## config.mk

```make
export PLATFORM = sky130hd
export DESIGN_NAME = spmp_core
export DESIGN_NICKNAME = d
export VERILOG_FILES = /design/src/core/spmp_pkg.sv /design/src/core/spmp_clkdiv.sv /design/src/core/spmp_core.sv
export VERILOG_INCLUDE_DIRS = /design/src /design/src/core
export SDC_FILE = /design/constraint.sdc
export NUM_CORES = 1
export LEC_CHECK = 0
export CORE_AREA = 2 2 69 136
export DETAILED_ROUTE_END_ITERATION = 16
export DIE_AREA = 0 0 71 138
export DONT_BUFFER_PORTS = 1
export MAX_ROUTING_LAYER = met4
export PLACE_DENSITY = 0.66
export SETUP_SLACK_MARGIN = 0.2
export SLEW_MARGIN = 20
export SYNTH_ARGS = -nofsm -noshare
export SYNTH_HDL_FRONTEND = slang
export SYNTH_HIERARCHICAL = 1
export SYNTH_SLANG_ARGS = --single-unit
```

## constraint.sdc

```tcl
create_clock -name clk -period 3.4 [get_ports clk]
set_input_delay 0 -clock clk [delete_from_list [all_inputs] [get_ports clk]]
set_output_delay 0 -clock clk [all_outputs]
set_load 0.03 [all_outputs]
```

## src/core/spmp_defines.svh

```systemverilog
// register offsets, field positions and counts of the serial port
`ifndef SPMP_DEFINES_SVH
`define SPMP_DEFINES_SVH

`define SPMP_OFS_CTRL     8'h30
`define SPMP_OFS_STAT     8'h31
`define SPMP_OFS_DATA     8'h32

`define SPMP_CTRL_RST     8'h00
`define SPMP_BYTE_ZERO    8'h00

`define SPMP_C_IE         7
`define SPMP_C_EN         6
`define SPMP_C_ORDER      5
`define SPMP_C_ROLE       4
`define SPMP_C_CLOCK_POLARITY_BIT       3
`define SPMP_C_CLOCK_PHASE_BIT       2
`define SPMP_C_RATE_HI    1
`define SPMP_C_RATE_LO    0

`define SPMP_S_DONE       7
`define SPMP_S_WRITE_COLLISION_FLAG       6
`define SPMP_S_DBL        0
`define SPMP_S_RSVD       5'h00

`define SPMP_HALF_D4      7'h02
`define SPMP_HALF_D16     7'h08
`define SPMP_HALF_D64     7'h20
`define SPMP_HALF_D128    7'h40
`define SPMP_HALF_D2      7'h01
`define SPMP_HALF_D8      7'h04
`define SPMP_HALF_D32     7'h10

`define SPMP_BITS_FULL    4'h8
`define SPMP_BITS_LAST    4'h7
`define SPMP_EDGE_LAST    4'hF
`define SPMP_CNT_ZERO     4'h0
`define SPMP_CNT_ONE      4'h1
`define SPMP_PTR_ZERO     3'h0
`define SPMP_PTR_ONE      3'h1

`endif

```

## src/core/spmp_pkg.sv

```systemverilog
// types shared by the serial port files
package spmp_pkg;
  typedef logic [7:0] spmp_byte_t;
  typedef enum logic [1:0] {
    MST_IDLE  = 2'b00,
    MST_SHIFT = 2'b01,
    MST_DRAIN = 2'b10
  } spmp_mst_e;
endpackage : spmp_pkg

```

## src/core/spmp_clkdiv.sv

```systemverilog
// half-period enable generator for the master serial clock
`timescale 1ns/1ps
module spmp_clkdiv #(
  parameter int CNT_W = 7
) (
  // clock and reset
  input  wire logic             clk,
  input  wire logic             rst,
  // control
  input  wire logic             run,
  input  wire logic [CNT_W-1:0] half,
  // enable out
  output logic                  tick
);
  logic [CNT_W-1:0] cnt_q;

  if (CNT_W < 7) begin : g_chk
    $error("spmp_clkdiv: CNT_W must be at least 7");
  end

  assign tick = run && (cnt_q == half - CNT_W'(1));

  always_ff @(posedge clk) begin
    if (rst || !run || tick) begin
      cnt_q <= '0;
    end else begin
      cnt_q <= cnt_q + CNT_W'(1);
    end
  end

  a_tick_spacing : assert property (@(posedge clk) disable iff (rst)
    tick && run && $stable(half) |=> !tick || (half == CNT_W'(1)))
    else $error("tick repeated too soon");
endmodule : spmp_clkdiv

```

## src/core/spmp_core.sv

```systemverilog
// byte serial peripheral port, master or slave, with register port
// How it works
// - four modes from polarity and phase bits
// - polarity sets idle level of serial clock
// - phase picks sample edge versus setup edge
// - interrupt when enable, done flag, global enable
// - nothing happens unless port enable set
// - bit order bit picks lsb or msb first
// - role bit selects master or slave
// - low select input demotes master, sets done
// - master clock divided per rate and doubling
// - rate bits ignored while slave
// - done flag set when byte finishes
// - done flag cleared on interrupt acknowledge
// - status read then data access clears done
// - data write while busy sets collision
// - collision read then data access clears both
// - status bits five to one read zero
// - doubling gives two-cycle shortest clock period
// - data write starts shifting the byte in master role only
// - data read returns receive buffer
// - single transmit buffer, double receive buffer
// - master clock stops after eight bits
// - slave output off, clocks ignored, deselected
// - deselect resets slave logic, drops bits
`timescale 1ns/1ps
`include "spmp_defines.svh"
module spmp_core (
  // clock and reset
  input  wire logic                clk,
  input  wire logic                rst,
  // register port
  input  wire logic [7:0]          bus_addr,
  input  wire spmp_pkg::spmp_byte_t bus_wdata,
  input  wire logic                bus_wr,
  input  wire logic                bus_rd,
  output spmp_pkg::spmp_byte_t     bus_rdata,
  // processor side
  input  wire logic                cpu_gie,
  input  wire logic                irq_ack,
  output logic                     irq,
  // serial pins
  input  wire logic                sck_i,
  output logic                     sck_o,
  output logic                     sck_oe,
  input  wire logic                mosi_i,
  output logic                     mosi_o,
  output logic                     mosi_oe,
  input  wire logic                miso_i,
  output logic                     miso_o,
  output logic                     miso_oe,
  input  wire logic                ss_n_i,
  input  wire logic                ss_is_input
);
  import spmp_pkg::*;

  function automatic logic tx_bit(spmp_byte_t b, logic [2:0] i, logic lsb);
    tx_bit = lsb ? b[i] : b[3'h7 - i];
  endfunction : tx_bit

  function automatic spmp_byte_t shift_in(spmp_byte_t s, logic b, logic lsb);
    shift_in = lsb ? {b, s[7:1]} : {s[6:0], b};
  endfunction : shift_in

  spmp_byte_t ctrl_q;
  logic       flag_q;
  logic       write_collision_flag_q;
  logic       dbl_q;
  logic       arm_f_q;
  logic       arm_w_q;
  spmp_byte_t tx_q;
  spmp_byte_t rx_sh_q;
  spmp_byte_t rx_buf_q;
  spmp_byte_t rdata_q;
  logic [3:0] bitc_q;
  logic [2:0] ptr_q;
  logic       out_q;
  spmp_mst_e  mst_q;
  logic [3:0] edge_q;
  logic       sck_q;
  logic [1:0] samp_p_q;
  logic [1:0] last_p_q;
  logic       sck_m_q;
  logic       sck_s_q;
  logic       sck_p_q;
  logic       mosi_m_q;
  logic       mosi_s_q;
  logic       miso_m_q;
  logic       miso_s_q;
  logic       ss_m_q;
  logic       ss_s_q;

  logic       en;
  logic       master;
  logic       clock_polarity_bit;
  logic       clock_phase_bit;
  logic       lsb;
  logic       ctrl_wr;
  logic       stat_wr;
  logic       stat_rd;
  logic       data_wr;
  logic       data_rd;
  logic       data_acc;
  logic       mode_fault;
  logic       busy;
  logic       start;
  logic       tick;
  logic [6:0] half;
  logic       m_lead;
  logic       m_trail;
  logic       s_active;
  logic       s_rise;
  logic       s_fall;
  logic       lead;
  logic       trail;
  logic       samp;
  logic       setup;
  logic       done;
  logic       eng_idle;
  logic       in_bit;

  assign en     = ctrl_q[`SPMP_C_EN];
  assign master = ctrl_q[`SPMP_C_ROLE];
  assign clock_polarity_bit   = ctrl_q[`SPMP_C_CLOCK_POLARITY_BIT];
  assign clock_phase_bit   = ctrl_q[`SPMP_C_CLOCK_PHASE_BIT];
  assign lsb    = ctrl_q[`SPMP_C_ORDER];

  assign ctrl_wr  = bus_wr && (bus_addr == `SPMP_OFS_CTRL);
  assign stat_wr  = bus_wr && (bus_addr == `SPMP_OFS_STAT);
  assign stat_rd  = bus_rd && (bus_addr == `SPMP_OFS_STAT);
  assign data_wr  = bus_wr && (bus_addr == `SPMP_OFS_DATA);
  assign data_rd  = bus_rd && (bus_addr == `SPMP_OFS_DATA);
  assign data_acc = data_wr || data_rd;

  // pin synchronisers
  always_ff @(posedge clk) begin
    if (rst) begin
      sck_m_q  <= 1'b0;
      sck_s_q  <= 1'b0;
      sck_p_q  <= 1'b0;
      mosi_m_q <= 1'b0;
      mosi_s_q <= 1'b0;
      miso_m_q <= 1'b0;
      miso_s_q <= 1'b0;
      ss_m_q   <= 1'b1;
      ss_s_q   <= 1'b1;
    end else begin
      sck_m_q  <= sck_i;
      sck_s_q  <= sck_m_q;
      sck_p_q  <= sck_s_q;
      mosi_m_q <= mosi_i;
      mosi_s_q <= mosi_m_q;
      miso_m_q <= miso_i;
      miso_s_q <= miso_m_q;
      ss_m_q   <= ss_n_i;
      ss_s_q   <= ss_m_q;
    end
  end

  assign mode_fault = en && master && ss_is_input && !ss_s_q;
  assign s_active   = en && !master && !ss_s_q;
  assign busy       = (mst_q != MST_IDLE) || (s_active && (bitc_q != `SPMP_CNT_ZERO));
  assign start      = data_wr && !busy && en && master && !mode_fault;

  // rate bits reach only the master divider
  always_comb begin
    unique case ({dbl_q, ctrl_q[`SPMP_C_RATE_HI], ctrl_q[`SPMP_C_RATE_LO]})
      3'b000: half = `SPMP_HALF_D4;
      3'b001: half = `SPMP_HALF_D16;
      3'b010: half = `SPMP_HALF_D64;
      3'b011: half = `SPMP_HALF_D128;
      3'b100: half = `SPMP_HALF_D2;
      3'b101: half = `SPMP_HALF_D8;
      3'b110: half = `SPMP_HALF_D32;
      3'b111: half = `SPMP_HALF_D64;
    endcase
  end

  spmp_clkdiv #(
    .CNT_W (7)
  ) u_div (
    .clk  (clk),
    .rst  (rst),
    .run  (mst_q == MST_SHIFT),
    .half (half),
    .tick (tick)
  );

  assign m_lead  = tick && !edge_q[0];
  assign m_trail = tick && edge_q[0];

  // master clock generator
  always_ff @(posedge clk) begin
    if (rst || !en || mode_fault) begin
      mst_q  <= MST_IDLE;
      edge_q <= `SPMP_CNT_ZERO;
      sck_q  <= clock_polarity_bit;
    end else begin
      unique case (mst_q)
        MST_IDLE: begin
          sck_q  <= clock_polarity_bit;
          edge_q <= `SPMP_CNT_ZERO;
          if (start) begin
            mst_q <= MST_SHIFT;
          end
        end
        MST_SHIFT: begin
          if (tick) begin
            sck_q  <= !sck_q;
            edge_q <= edge_q + `SPMP_CNT_ONE;
            if (edge_q == `SPMP_EDGE_LAST) begin
              mst_q <= MST_DRAIN;
            end
          end
        end
        MST_DRAIN: begin
          if (last_p_q[1]) begin
            mst_q <= MST_IDLE;
          end
        end
        default: mst_q <= MST_IDLE;
      endcase
    end
  end

  // master samples lag the edge by the input synchroniser depth
  always_ff @(posedge clk) begin
    if (rst || !en || mode_fault) begin
      samp_p_q <= 2'b00;
      last_p_q <= 2'b00;
    end else begin
      samp_p_q <= {samp_p_q[0], clock_phase_bit ? m_trail : m_lead};
      last_p_q <= {last_p_q[0], m_trail && (edge_q == `SPMP_EDGE_LAST)};
    end
  end

  assign s_rise = sck_s_q && !sck_p_q;
  assign s_fall = !sck_s_q && sck_p_q;

  // shared shift engine events, per mode
  always_comb begin
    if (master) begin
      lead     = m_lead;
      trail    = m_trail;
      samp     = samp_p_q[1];
      done     = last_p_q[1];
      eng_idle = (mst_q == MST_IDLE);
      in_bit   = miso_s_q;
    end else begin
      lead     = s_active && (clock_polarity_bit ? s_fall : s_rise);
      trail    = s_active && (clock_polarity_bit ? s_rise : s_fall);
      samp     = clock_phase_bit ? trail : lead;
      done     = trail && (bitc_q == (clock_phase_bit ? `SPMP_BITS_LAST : `SPMP_BITS_FULL));
      eng_idle = !s_active;
      in_bit   = mosi_s_q;
    end
  end
  assign setup = clock_phase_bit ? lead : trail;

  // shift engine
  always_ff @(posedge clk) begin
    if (rst || !en || mode_fault) begin
      bitc_q  <= `SPMP_CNT_ZERO;
      ptr_q   <= `SPMP_PTR_ZERO;
      rx_sh_q <= `SPMP_BYTE_ZERO;
      out_q   <= 1'b0;
    end else if (eng_idle && !samp && !done) begin
      bitc_q  <= `SPMP_CNT_ZERO;
      ptr_q   <= `SPMP_PTR_ZERO;
      rx_sh_q <= `SPMP_BYTE_ZERO;
      out_q   <= tx_bit(start ? bus_wdata : tx_q, `SPMP_PTR_ZERO, lsb);
    end else begin
      if (samp) begin
        rx_sh_q <= shift_in(rx_sh_q, in_bit, lsb);
        bitc_q  <= bitc_q + `SPMP_CNT_ONE;
      end
      if (setup) begin
        out_q <= tx_bit(tx_q, clock_phase_bit ? ptr_q : ptr_q + `SPMP_PTR_ONE, lsb);
        ptr_q <= ptr_q + `SPMP_PTR_ONE;
      end
      if (done) begin
        bitc_q <= `SPMP_CNT_ZERO;
        ptr_q  <= `SPMP_PTR_ZERO;
      end
    end
  end

  // single transmit buffer, receive buffer refilled at each byte end
  always_ff @(posedge clk) begin
    if (rst) begin
      tx_q     <= `SPMP_BYTE_ZERO;
      rx_buf_q <= `SPMP_BYTE_ZERO;
    end else begin
      if (data_wr && !busy) begin
        tx_q <= bus_wdata;
      end
      if (done) begin
        rx_buf_q <= samp ? shift_in(rx_sh_q, in_bit, lsb) : rx_sh_q;
      end
    end
  end

  // control register, demoted on mode fault
  always_ff @(posedge clk) begin
    if (rst) begin
      ctrl_q <= `SPMP_CTRL_RST;
      dbl_q  <= 1'b0;
    end else begin
      if (ctrl_wr) begin
        ctrl_q <= bus_wdata;
      end
      if (mode_fault) begin
        ctrl_q[`SPMP_C_ROLE] <= 1'b0;
      end
      if (stat_wr) begin
        dbl_q <= bus_wdata[`SPMP_S_DBL];
      end
    end
  end

  // status flags, a set in the clearing cycle wins
  always_ff @(posedge clk) begin
    if (rst) begin
      flag_q  <= 1'b0;
      write_collision_flag_q  <= 1'b0;
      arm_f_q <= 1'b0;
      arm_w_q <= 1'b0;
    end else begin
      if (stat_rd) begin
        arm_f_q <= flag_q;
        arm_w_q <= write_collision_flag_q;
      end else if (data_acc) begin
        arm_f_q <= 1'b0;
        arm_w_q <= 1'b0;
      end
      if (done || mode_fault) begin
        flag_q <= 1'b1;
      end else if (irq_ack || (data_acc && (arm_f_q || arm_w_q))) begin
        flag_q <= 1'b0;
      end
      if (data_wr && busy) begin
        write_collision_flag_q <= 1'b1;
      end else if (data_acc && arm_w_q) begin
        write_collision_flag_q <= 1'b0;
      end
    end
  end

  // read data, valid only in the cycle after the strobe
  always_ff @(posedge clk) begin
    if (rst || !bus_rd) begin
      rdata_q <= `SPMP_BYTE_ZERO;
    end else begin
      unique case (bus_addr)
        `SPMP_OFS_CTRL: rdata_q <= ctrl_q;
        `SPMP_OFS_STAT: rdata_q <= {flag_q, write_collision_flag_q, `SPMP_S_RSVD, dbl_q};
        `SPMP_OFS_DATA: rdata_q <= rx_buf_q;
        default:        rdata_q <= `SPMP_BYTE_ZERO;
      endcase
    end
  end

  assign bus_rdata = rdata_q;
  assign irq       = ctrl_q[`SPMP_C_IE] && flag_q && cpu_gie;
  assign sck_o     = sck_q;
  assign sck_oe    = en && master;
  assign mosi_o    = out_q;
  assign mosi_oe   = en && master;
  assign miso_o    = out_q;
  assign miso_oe   = s_active;

  a_irq_request : assert property (@(posedge clk) disable iff (rst)
    $rose(flag_q) && ctrl_q[`SPMP_C_IE] && cpu_gie |-> irq)
    else $error("interrupt not raised");

  a_idle_level : assert property (@(posedge clk) disable iff (rst)
    en && master && mst_q == MST_IDLE && $stable(clock_polarity_bit) |=> sck_o == $past(clock_polarity_bit))
    else $error("serial clock not at idle level");

  a_disabled_quiet : assert property (@(posedge clk) disable iff (rst)
    !en |=> (mst_q == MST_IDLE) && !$rose(flag_q) || en)
    else $error("activity while disabled");

  a_collision_set : assert property (@(posedge clk) disable iff (rst)
    data_wr && busy |=> write_collision_flag_q && $stable(tx_q))
    else $error("collision not flagged");

  a_write_starts : assert property (@(posedge clk) disable iff (rst)
    start |=> mst_q == MST_SHIFT && tx_q == $past(bus_wdata))
    else $error("write did not start transfer");

  a_mode_fault : assert property (@(posedge clk) disable iff (rst)
    mode_fault |=> !master && flag_q && mst_q == MST_IDLE)
    else $error("mode fault not handled");

  a_slave_tristate : assert property (@(posedge clk) disable iff (rst)
    !master && ss_s_q |-> !miso_oe ##1 (bitc_q == `SPMP_CNT_ZERO || master))
    else $error("deselected slave active");

  a_reserved_zero : assert property (@(posedge clk) disable iff (rst)
    stat_rd |=> bus_rdata[5:1] == `SPMP_S_RSVD && bus_rdata[7] == $past(flag_q))
    else $error("status read wrong");

  a_read_buffer : assert property (@(posedge clk) disable iff (rst)
    data_rd |=> bus_rdata == $past(rx_buf_q))
    else $error("data read not from buffer");

  a_master_stops : assert property (@(posedge clk) disable iff (rst)
    master && done |=> mst_q == MST_IDLE && flag_q && !tick)
    else $error("master clock did not stop");

  a_fast_period : assert property (@(posedge clk) disable iff (rst)
    mst_q == MST_SHIFT && edge_q != `SPMP_EDGE_LAST && dbl_q && half == `SPMP_HALF_D2 && $stable(half) && tick |=> tick)
    else $error("doubled clock too slow");
endmodule : spmp_core

```

==> summary.txt <==
Synthesis
  • Compound-Gate Fraction of Synth Area: 0.123
  • Largest area contributor in the netlist: dfxtp_1
  • Syn avg cell area: just over 9 um^2
  • Synth Area in XOR/XNOR: 0.0382
  • Adder-cell share of the synthesized area: 0.0176
  • Largest family of logic cells by synthesized area: simple AND/OR/NAND/NOR gates
  • Multiplexer area fraction after synthesis: 0.148
  • Top post-synthesis cells by area: dfxtp_1 37%, mux2i_1 9.4%, nor2_1 5.2%, mux4_2 3.2%, a21oi_1 2.6%
  • Synth Area in Simple Gates: 0.242
  • Count of cell types in the netlist: 70
  • Asr flop ratio synth: 0
  • Mapped cell area: 4260 um^2
  • Net Count, Synth: roughly 490
  • Syn. warnings: 6
  • Post-Syn Instances: 461
  • Synth Register Bits: 80
  • Post-synth top area share: 0.371
  • Number of enable flip-flop cells after synthesis: 1
  • Top FF cell, synth: dfxtp_1
  • Post-synthesis sequential area ratio: 0.378

Cells and area
  • Ratio of cells with drive above 1 in the final layout: 0.157
  • Synthesis-to-layout area growth: 16.5%
  • Reg area: around 1600 um^2
  • Nets: ~500
  • Multi-input logic area: 2510 um^2
  • Fillers: 751

Clocking
  • H-tree Lvls: 3
  • Clock root cell: clkbuf_16
  • Clock transition at the registers of the reported paths: 0.06 ns
  • CTS tree: built
  • Total CTS buffers: 9
  • CTS Buffer Depth: 2
  • Sink Count: 80
  • Clk_lat worst skew: 0.34 ns

Placement
  • Dpl ws: 0.0850 ns
  • GP Congestion: ~0.9
  • Final HPWL DP: 7750 um
  • PortBufs: 0

Timing
  • Final Skew: 0.00695 ns
  • Setup WS post-layout: 0.207 ns
  • Peak Freq: between 0.3 and 0.4 GHz
  • Setup-failing EPs final: 0
  • Worst relative slew slack: 0.536
  • Crit path time final: 3.19 ns
  • Max Slew Vio Count: 0
  • Final Hold Fails: 0
  • Setup TNS: 0 ns
  • Unrepaired setup endpoints after global routing: true
  • Worst-Margin Slew: between 0.6 and 0.7 ns
  • Period utilisation layout: 0.939

Power
  • LEAKAGE: between 1.5 and 2 nW
  • PwrDens: 396 nW/um^2
  • VDD IR-drop max: between 0.0003 and 0.0004 V

Critical path
  • Crit path required time: 3.63 ns
  • Critical path's top delay family: simple AND/OR/NAND/NOR gates
  • Number of stages on the worst setup path: 11
  • CP max stage delay: 0.39 ns
  • Crit-path cells: buf_6 > and3b_2 > or3_4 > or4_1 > a31o_2 > a221oi_4 > nand3b_1 > a21oi_1 > or4_4 > o21ai_2 > mux2_4
  • R2R cell count: 11
  • CP Launch Type: flip-flop
  • Slowest-stage cell, CP: or4_1
  • Crit path buffers/inverters: 1
  • Worst Path Arrival: 3.42 ns
  • Critical path type: reg2reg
  • Reg2reg setup slack: 0.21 ns
  • CP max FO: 6
  • Worst setup EP type: flip-flop

Global route
  • Grt ovf: 0
  • Initial antenna violation count: 1
  • Largest net degree at the start of global routing: 41
  • First-pass GRT wire length: 17500 um
  • Number of global-route vias before repair: around 3500
  • Total track usage: 0.239

Detailed routing
  • Total wire length: 10800 um
  • DR vias: 3490
  • Initial DRC Count: between 100 and 150
  • DRT Pass-1 Iters: 4
  • Vias/cell: 5.94
  • Post-route DRC: 0
  • Wire per inst: 18.4 um
  • Final ANT Viol Nets: 0

Hold path
  • Type of the tightest min-delay check: in2reg
  • Worst Hold Path Cells: 3

Floorplanning
  • Die width: approximately 71 um
  • Die ar.: 9800 um^2
  • Row cnt: between 40 and 50
  • Area of the core: 8890 um^2
  • Initial core utilization: 0.479
  • Die Ht: roughly 140 um
  • I/O Pins: 42

Run status
  • Status: completed

Run
  • # Max-Cap Violations: 0
## cells in the mapped netlist, drive strengths merged (10+ instances only)
cell type and instances:
nor3 12, inv 13, nand3 15, nand2 17
o21ai 10, buf 18, a21oi 22, xnor2 11
nor2b 14, clkbuf 11, dfxtp 79, mux2i 40
nor2 59, nand2b 13
## where the power goes
group,internal [mW],switching [mW],total (mW)
combinational,0.0298,0.0269,0.0567
clock,0.570,0.396,0.966
sequential,0.942,0.00275,0.945
total,1.54,0.426,1.97
## layer usage
layer / vias up / track usage / wire, um
li1: 1689 / - / -
met1: 1649 / 0.222 / 3710
met2: 102 / 0.410 / 5830
met3: 50 / 0.0649 / 489
met4: 0 / 0.165 / 794
met5: - / - / 0
## stage by stage
step	cells	power (mW)	utilization	instance area, um^2	hold slack [ns]
after detailed placement	541	0.987	0.488	4340	0.0689
after CTS	583	1.99	0.552	4910	0.00708
after floorplan	461	0.991	-	4360	0.104
after global routing	588	2.03	0.558	4960	0.00151
after global placement	541	0.987	0.488	4340	0.0691
final	588	1.97	0.558	4960	0.0202
## cells in the final DEF (no fill, tap or decap), types with 5 or more instances in the layout
master	instances
dfxtp_1	76
nand3_1	15
nand2_1	15
o22ai_1	6
nor3_1	8
xnor2_1	11
mux2_2	7
nand2b_1	13
nor2_1	58
mux2i_1	40
nand4_1	7
a21oi_1	22
inv_1	13
mux4_2	6
nor2b_1	14
clkbuf_16	9
or3_1	5
dlygate4sd3_1	24
ha_1	5
o21ai_0	7
xor2_1	5
nand3b_1	7
buf_4	11
## layout make-up
class | count | area share
antenna | 2 | 0.00101
clock buffer | 9 | 0.0454
clock inverter | 6 | 0.0139
inverter | 14 | 0.0116
multi-input combinational | 338 | 0.505
sequential | 80 | 0.326
tap | 102 | 0.0257
timing repair buffer | 37 | 0.0713
## sequential cells by signal, summed over array words and instances, names as in the netlist, 2 cells and up
name and cells:
bus_rdata 8, rx_sh_q 8, rx_buf_q 8, samp_p_q 2, ctrl_q 8, edge_q 4, last_p_q 2, ptr_q 3
bitc_q 4, tx_q 8, mst_q 2, u_div/cnt_q 7
## path summary, 6_finish.rpt
kind          start  endpoint
min reg2reg  ss_m_q    ss_s_q
min          bus_wr     dbl_q
max reg2reg   dbl_q  ptr_q[2]
max           dbl_q  ptr_q[2]
## repair_timing
item,in CTS,in global routing
endpoints found under the hold margin,53,0
pin swaps,6,10
gates resized for setup,4,8
hold buffers,25,0
endpoints found under the setup margin,4,7
setup buffers,2,3
## logic make-up after synthesis
kind of cell    Yosys count
simple gates            188
flops                    80
compound gates           73
mux                      54
buf+inv                  43
xor+xnor                 17
fa+ha+maj                 6
## tightest hold or removal path, stage by stage
cell     delay [ns]
nand3_1        0.13
mux2i_1        0.11
nor2_1         0.08
Note: power is estimated with default switching activity, not from simulation.
